==> src/logic/buck_setting_pkg.sv <==
// constants, types and the code-to-voltage table shared by the buck setting register bank
package buck_setting_pkg;

  // ****************************************
  // register bus and map
  // ****************************************
  localparam int           REG_ADDR_W    = 8;
  localparam int           REG_DATA_W    = 8;
  localparam int           NUM_BUCK      = 2;
  localparam logic [7:0]   ADDR_BUCK_ONE = 8'h16;
  localparam logic [7:0]   ADDR_BUCK_TWO = 8'h17;
  localparam logic [7:0]   RST_BUCK_ONE  = 8'hab;
  localparam logic [7:0]   RST_BUCK_TWO  = 8'hb2;

  // ****************************************
  // field layout
  // ****************************************
  localparam int           PULSE_SKIP_BIT = 7;
  localparam int           RSVD_BIT       = 6;
  localparam int           CODE_MSB       = 5;
  localparam int           CODE_W         = 6;
  localparam logic         RSVD_VALUE     = 1'b0;

  // ****************************************
  // code-to-voltage table, in millivolts
  // ****************************************
  localparam int           MV_W          = 11;
  localparam int           MV_BASE       = 850;
  localparam int           MV_FINE_STEP  = 10;
  localparam int           COARSE_CODE   = 32'h32;
  localparam int           MV_AT_COARSE  = 1350;
  localparam int           MV_COARSE_STEP = 25;

  // ****************************************
  // timing
  // ****************************************
  localparam int           BLANK_TIME_MS = 5;
  localparam int           CLK_FREQ_KHZ  = 125000;
  localparam int           BLANK_CYCLES  = BLANK_TIME_MS * CLK_FREQ_KHZ;

  typedef struct packed {
    logic              pulse_skip;
    logic [CODE_W-1:0] code;
  } buck_cfg_s;

  typedef logic [MV_W-1:0] millivolt_t;

  function automatic millivolt_t code_to_mv(input logic [CODE_W-1:0] code);
    int c;
    c = int'(code);
    if (c <= COARSE_CODE) begin
      code_to_mv = MV_W'(MV_BASE + MV_FINE_STEP * c);
    end else begin
      code_to_mv = MV_W'(MV_AT_COARSE + MV_COARSE_STEP * (c - COARSE_CODE));
    end
  endfunction : code_to_mv

endpackage : buck_setting_pkg

==> src/logic/buck_voltage_setting_regs.sv <==
// setting registers, monitor blanking and go-gated voltage apply for two buck converters
//
// Implementation choice: the address-and-strobe port.
`timescale 1ns/1ps

// How it works
// - first code 0 is 0.850 V, 10 mV steps to 32h, 25 mV to 3Fh; reset 2Bh
// - second converter register sits at 0x17 and resets to 0xB2
// - a write lands only while the password mechanism reports unlocked
// - every accepted write blanks that converter's voltage fault monitoring for 5 ms
// - a new code reaches the converter only on a go or go-disable pulse
// - bit 7 enables light-load pulse skip when 1, forced PWM when 0; resets to 1
// - second code in bits 5..0, read/write, resets 32h, same table as first
// - first register at 0x16 gets the same go gating and 5 ms blanking
module buck_voltage_setting_regs
  import buck_setting_pkg::*;
#(
  parameter int BLANK_CYCLES_P = BLANK_CYCLES
) (
  input  wire logic                                  sys_clk,
  input  wire logic                                  rst_n,
  input  wire logic [REG_ADDR_W-1:0]                 reg_addr,
  input  wire logic [REG_DATA_W-1:0]                 reg_wdata,
  input  wire logic                                  reg_wr,
  input  wire logic                                  reg_rd,
  output logic      [REG_DATA_W-1:0]                 reg_rdata,
  input  wire logic                                  write_unlocked,
  output logic                                       unlock_consumed,
  input  wire logic                                  apply_go,
  input  wire logic                                  apply_on_disable_bit,
  input  wire logic [NUM_BUCK-1:0]                   ov_fault_raw,
  input  wire logic [NUM_BUCK-1:0]                   uv_fault_raw,
  output logic      [NUM_BUCK-1:0]                   ov_fault,
  output logic      [NUM_BUCK-1:0]                   uv_fault,
  output logic      [NUM_BUCK-1:0]                   monitor_blank,
  output buck_cfg_s [NUM_BUCK-1:0]                   active_cfg,
  output millivolt_t [NUM_BUCK-1:0]                  target_mv
);

  localparam int CNT_W = $clog2(BLANK_CYCLES_P + 1);
  localparam logic [CNT_W-1:0] BLANK_LOAD = CNT_W'(BLANK_CYCLES_P);
  localparam logic [CNT_W-1:0] CNT_ONE    = CNT_W'(1);
  localparam logic [CNT_W-1:0] CNT_ZERO   = '0;

  localparam logic [NUM_BUCK-1:0][REG_ADDR_W-1:0] BUCK_ADDR = {ADDR_BUCK_TWO, ADDR_BUCK_ONE};
  localparam logic [NUM_BUCK-1:0][REG_DATA_W-1:0] BUCK_RST  = {RST_BUCK_TWO, RST_BUCK_ONE};

  // ****************************************
  // write decode
  // ****************************************
  logic      [NUM_BUCK-1:0]             wr_hit;
  logic      [NUM_BUCK-1:0]             wr_ok;
  buck_cfg_s [NUM_BUCK-1:0]             setting;
  logic      [NUM_BUCK-1:0][CNT_W-1:0]  blank_cnt;
  logic      [NUM_BUCK-1:0]             ov_sync1;
  logic      [NUM_BUCK-1:0]             ov_sync2;
  logic      [NUM_BUCK-1:0]             uv_sync1;
  logic      [NUM_BUCK-1:0]             uv_sync2;
  logic                                 apply_pulse;
  logic      [REG_DATA_W-1:0]           next_rdata;

  assign apply_pulse     = apply_go | apply_on_disable_bit;
  // tells the password logic to re-arm; each protected write needs a fresh unlock
  assign unlock_consumed = |wr_ok;

  genvar i;
  generate
    for (i = 0; i < NUM_BUCK; i++) begin : g_buck

      assign wr_hit[i] = reg_wr && (reg_addr == BUCK_ADDR[i]);
      assign wr_ok[i]  = wr_hit[i] && write_unlocked;

      // ****************************************
      // setting register
      // ****************************************
      always_ff @(posedge sys_clk or negedge rst_n) begin
        if (!rst_n) begin
          setting[i].pulse_skip <= BUCK_RST[i][PULSE_SKIP_BIT];
          setting[i].code       <= BUCK_RST[i][CODE_MSB:0];
        end else if (wr_ok[i]) begin
          // bit 6 has no storage, so a write to it is simply dropped
          setting[i].pulse_skip <= reg_wdata[PULSE_SKIP_BIT];
          setting[i].code       <= reg_wdata[CODE_MSB:0];
        end
      end

      // ****************************************
      // monitor blanking
      // ****************************************
      // a write during blanking restarts the full interval
      always_ff @(posedge sys_clk or negedge rst_n) begin
        if (!rst_n) begin
          blank_cnt[i] <= CNT_ZERO;
        end else if (wr_ok[i]) begin
          blank_cnt[i] <= BLANK_LOAD;
        end else if (blank_cnt[i] != CNT_ZERO) begin
          blank_cnt[i] <= blank_cnt[i] - CNT_ONE;
        end
      end

      assign monitor_blank[i] = (blank_cnt[i] != CNT_ZERO);

      // monitor comparators are asynchronous to sys_clk
      always_ff @(posedge sys_clk or negedge rst_n) begin
        if (!rst_n) begin
          ov_sync1[i] <= 1'b0;
          ov_sync2[i] <= 1'b0;
          uv_sync1[i] <= 1'b0;
          uv_sync2[i] <= 1'b0;
        end else begin
          ov_sync1[i] <= ov_fault_raw[i];
          ov_sync2[i] <= ov_sync1[i];
          uv_sync1[i] <= uv_fault_raw[i];
          uv_sync2[i] <= uv_sync1[i];
        end
      end

      always_ff @(posedge sys_clk or negedge rst_n) begin
        if (!rst_n) begin
          ov_fault[i] <= 1'b0;
          uv_fault[i] <= 1'b0;
        end else begin
          // the write itself masks too, else a standing fault leaks one cycle past the write
          ov_fault[i] <= ov_sync2[i] && !monitor_blank[i] && !wr_ok[i];
          uv_fault[i] <= uv_sync2[i] && !monitor_blank[i] && !wr_ok[i];
        end
      end

      // ****************************************
      // applied setting
      // ****************************************
      // mode bit follows the register one clock later without go; only the voltage waits for go
      always_ff @(posedge sys_clk or negedge rst_n) begin
        if (!rst_n) begin
          active_cfg[i].pulse_skip <= BUCK_RST[i][PULSE_SKIP_BIT];
          active_cfg[i].code       <= BUCK_RST[i][CODE_MSB:0];
        end else begin
          active_cfg[i].pulse_skip <= setting[i].pulse_skip;
          if (apply_pulse) begin
            active_cfg[i].code <= setting[i].code;
          end
        end
      end

      always_ff @(posedge sys_clk or negedge rst_n) begin
        if (!rst_n) begin
          target_mv[i] <= code_to_mv(BUCK_RST[i][CODE_MSB:0]);
        end else begin
          target_mv[i] <= code_to_mv(active_cfg[i].code);
        end
      end

      // ****************************************
      // checks per converter
      // ****************************************
      AST_LOCKED_WRITE_IGNORED: assert property (
        @(posedge sys_clk) disable iff (!rst_n)
        (wr_hit[i] && !write_unlocked) |=> $stable(setting[i]))
        else $error("locked write changed a setting");

      AST_WRITE_STORES: assert property (
        @(posedge sys_clk) disable iff (!rst_n)
        wr_ok[i] |=> (setting[i].code == $past(reg_wdata[CODE_MSB:0]))
                  && (setting[i].pulse_skip == $past(reg_wdata[PULSE_SKIP_BIT])))
        else $error("accepted write not stored");

      AST_BLANK_START: assert property (
        @(posedge sys_clk) disable iff (!rst_n)
        wr_ok[i] |=> (monitor_blank[i] && !ov_fault[i] && !uv_fault[i]) [*4])
        else $error("blanking or fault masking missing after write");

      AST_BLANK_END: assert property (
        @(posedge sys_clk) disable iff (!rst_n)
        (blank_cnt[i] == CNT_ONE && !wr_ok[i]) |=> !monitor_blank[i])
        else $error("blanking outlasted its interval");

      AST_BLANK_LENGTH: assert property (
        @(posedge sys_clk) disable iff (!rst_n)
        wr_ok[i] |=> (blank_cnt[i] == BLANK_LOAD))
        else $error("blank interval not loaded with full count");

      AST_HOLD_UNTIL_GO: assert property (
        @(posedge sys_clk) disable iff (!rst_n)
        !apply_pulse |=> $stable(active_cfg[i].code))
        else $error("voltage changed without go");

      AST_GO_APPLIES: assert property (
        @(posedge sys_clk) disable iff (!rst_n)
        apply_pulse |=> (active_cfg[i].code == $past(setting[i].code)))
        else $error("go did not apply written code");

      AST_MV_TABLE: assert property (
        @(posedge sys_clk) disable iff (!rst_n)
        $changed(active_cfg[i].code) |=> (target_mv[i] == code_to_mv($past(active_cfg[i].code))))
        else $error("target voltage does not match table");

      AST_PULSE_SKIP: assert property (
        @(posedge sys_clk) disable iff (!rst_n)
        wr_ok[i] |=> ##1 (active_cfg[i].pulse_skip == $past(reg_wdata[PULSE_SKIP_BIT], 2)))
        else $error("mode bit not passed to converter");

      AST_FAULT_MASKED: assert property (
        @(posedge sys_clk) disable iff (!rst_n)
        (monitor_blank[i] || wr_ok[i]) |=> (!ov_fault[i] && !uv_fault[i]))
        else $error("fault reported during blanking");

      AST_FAULT_PASSES: assert property (
        @(posedge sys_clk) disable iff (!rst_n)
        (!monitor_blank[i] && !wr_ok[i]) |=> (ov_fault[i] == $past(ov_sync2[i]))
                                          && (uv_fault[i] == $past(uv_sync2[i])))
        else $error("fault not passed outside blanking");

      AST_BLANK_ONLY_ON_WRITE: assert property (
        @(posedge sys_clk) disable iff (!rst_n)
        (!monitor_blank[i] && !wr_ok[i]) |=> !monitor_blank[i])
        else $error("blanking started without a write");

      AST_SKIP_FOLLOWS: assert property (
        @(posedge sys_clk) disable iff (!rst_n)
        (setting[i].pulse_skip != active_cfg[i].pulse_skip) |=>
          (active_cfg[i].pulse_skip == $past(setting[i].pulse_skip)))
        else $error("mode bit held back from converter");

      AST_TARGET_AFTER_GO: assert property (
        @(posedge sys_clk) disable iff (!rst_n)
        apply_pulse |=> ##1 (target_mv[i] == code_to_mv($past(setting[i].code, 2))))
        else $error("target voltage not updated after go");

      COV_BLANK_EXPIRES: cover property (
        @(posedge sys_clk) disable iff (!rst_n)
        $fell(monitor_blank[i]));

      COV_FAULT_UNMASKED: cover property (
        @(posedge sys_clk) disable iff (!rst_n)
        $fell(monitor_blank[i]) ##[1:4] ov_fault[i]);

      COV_WRITE_THEN_GO: cover property (
        @(posedge sys_clk) disable iff (!rst_n)
        wr_ok[i] ##[1:20] apply_pulse);

      COV_LOCKED_WRITE: cover property (
        @(posedge sys_clk) disable iff (!rst_n)
        wr_hit[i] && !write_unlocked);

    end
  endgenerate

  // ****************************************
  // read port
  // ****************************************
  always_comb begin
    next_rdata = '0;
    if (reg_rd) begin
      for (int k = 0; k < NUM_BUCK; k++) begin
        if (reg_addr == BUCK_ADDR[k]) begin
          next_rdata[PULSE_SKIP_BIT] = setting[k].pulse_skip;
          next_rdata[RSVD_BIT]       = RSVD_VALUE;
          next_rdata[CODE_MSB:0]     = setting[k].code;
        end
      end
    end
  end

  // data stands only in the cycle after the read strobe; unmapped reads return zero
  always_ff @(posedge sys_clk or negedge rst_n) begin
    if (!rst_n) begin
      reg_rdata <= '0;
    end else begin
      reg_rdata <= next_rdata;
    end
  end

  AST_RESERVED_ZERO: assert property (
    @(posedge sys_clk) disable iff (!rst_n)
    reg_rd |=> (reg_rdata[RSVD_BIT] == RSVD_VALUE))
    else $error("reserved bit read as one");

  AST_READBACK_TWO: assert property (
    @(posedge sys_clk) disable iff (!rst_n)
    (reg_rd && reg_addr == ADDR_BUCK_TWO) |=>
      (reg_rdata == {$past(setting[1].pulse_skip), RSVD_VALUE, $past(setting[1].code)}))
    else $error("second register readback wrong");

  AST_READ_ONE_CYCLE: assert property (
    @(posedge sys_clk) disable iff (!rst_n)
    !reg_rd |=> (reg_rdata == '0))
    else $error("read data outside its cycle");

  AST_READBACK_ONE: assert property (
    @(posedge sys_clk) disable iff (!rst_n)
    (reg_rd && reg_addr == ADDR_BUCK_ONE) |=>
      (reg_rdata == {$past(setting[0].pulse_skip), RSVD_VALUE, $past(setting[0].code)}))
    else $error("first register readback wrong");

  AST_UNMAPPED_ZERO: assert property (
    @(posedge sys_clk) disable iff (!rst_n)
    (reg_rd && reg_addr != ADDR_BUCK_ONE && reg_addr != ADDR_BUCK_TWO) |=> (reg_rdata == '0))
    else $error("unmapped read returned data");

  AST_UNMAPPED_WRITE_IGNORED: assert property (
    @(posedge sys_clk) disable iff (!rst_n)
    (reg_wr && reg_addr != ADDR_BUCK_ONE && reg_addr != ADDR_BUCK_TWO) |=> $stable(setting))
    else $error("unmapped write changed a setting");

  COV_READ_TWO: cover property (
    @(posedge sys_clk) disable iff (!rst_n)
    reg_rd && reg_addr == ADDR_BUCK_TWO);

endmodule : buck_voltage_setting_regs

==> config.mk <==
export PLATFORM = sky130hd
export DESIGN_NAME = buck_voltage_setting_regs
export DESIGN_NICKNAME = d
export VERILOG_FILES = /design/src/logic/buck_setting_pkg.sv /design/src/logic/buck_voltage_setting_regs.sv
export SDC_FILE = /design/constraint.sdc
export NUM_CORES = 1
export LEC_CHECK = 0
export CAP_MARGIN = 25
export CORE_UTILIZATION = 60
export DETAILED_ROUTE_END_ITERATION = 10
export DONT_BUFFER_PORTS = 1
export PLACE_DENSITY = 0.75
export SYNTH_ARGS = -nofsm -noshare
export SYNTH_HDL_FRONTEND = slang
export SYNTH_SLANG_ARGS = --single-unit
==> constraint.sdc <==
create_clock -name sys_clk -period 5 [get_ports sys_clk]
set_clock_uncertainty 0.1 [all_clocks]
set_input_delay 0.25 -clock sys_clk [delete_from_list [all_inputs] [get_ports sys_clk]]
set_output_delay 0.25 -clock sys_clk [all_outputs]
set_load 0.005 [all_outputs]
==> run metrics <==
Tot GR Track Use 26.6%; Tcrit/Tclk final 90.9%; Post-Syn Area per Cell between 10 and 15 sq um; asr flop ratio synth 100%; Diodes inserted 0; wire per inst 17.2 um; layout cell share with drive strength beyond 1 a little over an eighth; setup slack after placement between 0.5 and 0.6 ns; flops & latches, synth between 100 and 150; outcome complete, no violations; Detailed Place HPWL between 10000 and 15000 um; TritonCTS Buffers 9; Slew HR 35.9%; initial antenna violation count 0; DRC violations left 0; min Tclk post-route 4.54 ns; CORE AREA around 11000 sq um; Reg clk slew, reported paths roughly 0.070 ns; Mapped Cells between 600 and 700; final slew viol count 0; HP Class in2reg; vias in the first global route 5051; VDD IR-drop max 0.185 mV; crit path capture type register; clock root buffer clkbuf_16; DR pass1 iterations 4; RSZ-0062 raised after global routing no; post-synthesis sequential area ratio about 40%; CTS Buffer Depth 2; startpoint class of the critical path register; Worst Max-Slew Pin Slew roughly 0.95 ns; post_cts resized 0; Final Worst Setup Slack 0.456 ns; # port buffers 0; crit-path max cell delay 0.54 ns; critical path data required time approximately 5.2 ns; top_reg_cell synth dfrtp_1; post-route ant nets 0; area of the multi-input gates roughly 3800 sq um; clock tree from TritonCTS done; pin count of the biggest net entering global routing 110; Via density about 5.9; Worst-Skew Late Latency approximately 0.35 ns; Final Wtd Congestion a little under 0.9; Reg area 2760 sq um; Finish-stage setup viols 0; Initial Utilization between 60 and 70%; Static Leak 3.20 nW; final hold vios 0; Routed WL approximately 14000 um; Post-Syn Area ~7000 sq um; Iter 0 DRT Violations 214; Power Dens Cells between 300 and 400 nW/um^2; Max Cap Viol 0; Synth Net Count between 700 and 800; final setup TNS 0 ns; die area approximately 12000 sq um; width of the die 108 um; Die Y 108 um; H-Tree Depth 3; first-pass GRT wire length 24300 um; row count 38; Max Clk Rate around 0.22 GHz; Hold Slack approximately 0.036 ns; crit-path most repeated cell inv_1; crit-path cells inv_1 -> ha_1 -> inv_1 -> o21ai_0 -> xnor2_1 -> inv_1 -> fa_1 -> ha_1 -> inv_1 -> fa_1 -> inv_1 -> ha_1 -> and3_1 -> a221oi_1 -> o21ai_0 -> xnor3_1 -> a22oi_1; slowest stage cell, crit path dfstp_2; Layout area overhead 8.41%; CP arrival between 4 and 5 ns; grt ovf 0; vias slightly below 5000; cts hold-fix bufs 14; crit-path max FO 3; Fill cells roughly 820; Worst R2R Setup Slack between 0.4 and 0.5 ns; Ys Warns 0; setup repair bufs after CTS 0; number of distinct library cells after synthesis 64; Post-synth EDFFs 0; Clock Sinks about 110; Setup Crit Path Kind reg2reg; number of nets in the layout 780; top-level I/O count a little under 80
report_power, final:
part	total (W)	switching, W	internal (W)
combinational	0.000530	0.000282	0.000249
clock	0.000690	0.000334	0.000357
sequential	0.00106	0.0000940	0.000970
total	0.00228	0.000710	0.00158
cell type report:
cell class              instances  area share [%]
multi-input cells             487            51.3
flip-flops and latches        109            37.4
clock buffers                  12            3.34
repair buffers                 19            2.70
inverters                      47            2.39
well taps                     140            2.38
clock inverters                 4           0.424
cells by family (layout without fill, tap and decap cells):
family	count (synthesis)	count (layout)	share of synthesized area, %
AO/OA/AOI/OAI	105	105	10.0
flip-flops	109	109	40.6
adder cells (fa/ha/maj)	80	80	16.0
XOR/XNOR	59	59	8.20
AND/OR/NAND/NOR	204	204	15.1
other	1	1	0.0551
buffers and inverters	65	82	3.86
multiplexers	38	38	6.09
cell usage after synthesis, types with 2 or more instances:
| library cell | instances | area (sq um) |
|---|---|---|
| o21ba_2 | 2 | 20.0 |
| dfstp_2 | 25 | 657 |
| ha_1 | 68 | 851 |
| nor4b_1 | 2 | 17.5 |
| inv_1 | 46 | 173 |
| or4_1 | 3 | 22.5 |
| nand2_1 | 36 | 135 |
| o21ai_0 | 24 | 120 |
| o21bai_1 | 5 | 37.5 |
| a211oi_1 | 5 | 37.5 |
| o2111ai_1 | 5 | 43.8 |
| o211ai_1 | 4 | 30.0 |
| nor4_1 | 5 | 31.3 |
| buf_2 | 6 | 30.0 |
| nand2b_1 | 3 | 18.8 |
| or3b_2 | 2 | 17.5 |
| a2111oi_0 | 2 | 17.5 |
| a21oi_1 | 25 | 125 |
| or3_1 | 4 | 25.0 |
| a22oi_1 | 2 | 15.0 |
| a211o_1 | 3 | 26.3 |
| or4b_2 | 2 | 20.0 |
| nor3_1 | 22 | 110 |
| xnor2_1 | 27 | 236 |
| clkbuf_1 | 10 | 37.5 |
| nor2_1 | 65 | 244 |
| a31o_2 | 2 | 17.5 |
| nor4_2 | 2 | 25.0 |
| a31oi_1 | 6 | 37.5 |
| fa_1 | 12 | 240 |
| a21o_1 | 6 | 45.0 |
| xnor3_1 | 3 | 67.6 |
| o31ai_1 | 3 | 22.5 |
| mux2i_1 | 11 | 110 |
| and3_1 | 10 | 62.6 |
| or2_2 | 4 | 25.0 |
| o21a_1 | 3 | 22.5 |
| mux2_2 | 27 | 304 |
| nand4_1 | 9 | 56.3 |
| dfrtp_1 | 84 | 2100 |
| xor2_1 | 29 | 254 |
| nand3_1 | 20 | 100 |
| nor2b_1 | 6 | 37.5 |
layout by cell type, fill, tap and decap left out, types with 24 or more instances in the layout:
cell type	n
dfstp_2	25
nor2_1	65
nand2_1	36
dfrtp_1	84
o21ai_0	24
a21oi_1	25
inv_1	46
xnor2_1	27
xor2_1	29
ha_1	68
mux2_2	27
final timing paths:
kind / endpoint / cells after the start / startpoint
worst max-delay path: target_mv[10]$_DFF_PN1_ / 17 / active_cfg[1]$_DFFE_PN1P_
worst min-delay path: reg_rdata[7]$_DFF_PN0_ / 2 / reg_addr[0]
worst max register to register: target_mv[10]$_DFF_PN1_ / 17 / active_cfg[1]$_DFFE_PN1P_
max in group asynchronous: setting[5]$_DFFE_PN1P_ / 2 / rst_n
worst min register to register: uv_sync2[1]$_DFF_PN0_ / 0 / uv_sync1[1]$_DFF_PN0_
min in group asynchronous: target_mv[15]$_DFF_PN0_ / 2 / rst_n
through the flow:
stage / total power [W] / std cells / utilization (%) / cell area (sq um)
after floorplan: 0.00147 / 661 / - / 6800
after global placement: 0.00154 / 786 / 63.3 / 6920
after detailed placement: 0.00158 / 787 / 63.4 / 6930
after CTS: 0.00229 / 817 / 67.4 / 7370
after global routing: 0.00242 / 818 / 67.4 / 7370
final: 0.00228 / 818 / 67.4 / 7370
critical path, delay by kind of cell (launching register included):
kind | cells | cell delay [ns]
flip-flops | 1 | 0.54
AND/OR/NAND/NOR | 1 | 0.21
AO/OA/AOI/OAI | 4 | 0.87
adder cells (fa/ha/maj) | 5 | 1.76
buffers and inverters | 5 | 0.40
XOR/XNOR | 2 | 0.57
sequential cells by signal, summed over array words and instances, names as in the netlist:
| register | cells |
|---|---|
| active_cfg | 14 |
| blank_cnt | 40 |
| ov_fault | 2 |
| ov_sync1 | 2 |
| ov_sync2 | 2 |
| reg_rdata | 7 |
| setting | 14 |
| target_mv | 22 |
| uv_fault | 2 |
| uv_sync1 | 2 |
| uv_sync2 | 2 |
layer usage:
| metal | vias to the layer above | global-route usage, % | wire (um) |
|---|---|---|---|
| met3 | 14 | 5.36 | 573 |
| met2 | 93 | 45.2 | 7090 |
| li1 | 2348 | - | - |
| met4 | 0 | 8.78 | 184 |
| met1 | 2388 | 34.0 | 6240 |
| met5 | - | 0 | 0 |
(Power assumes the default switching activity.)
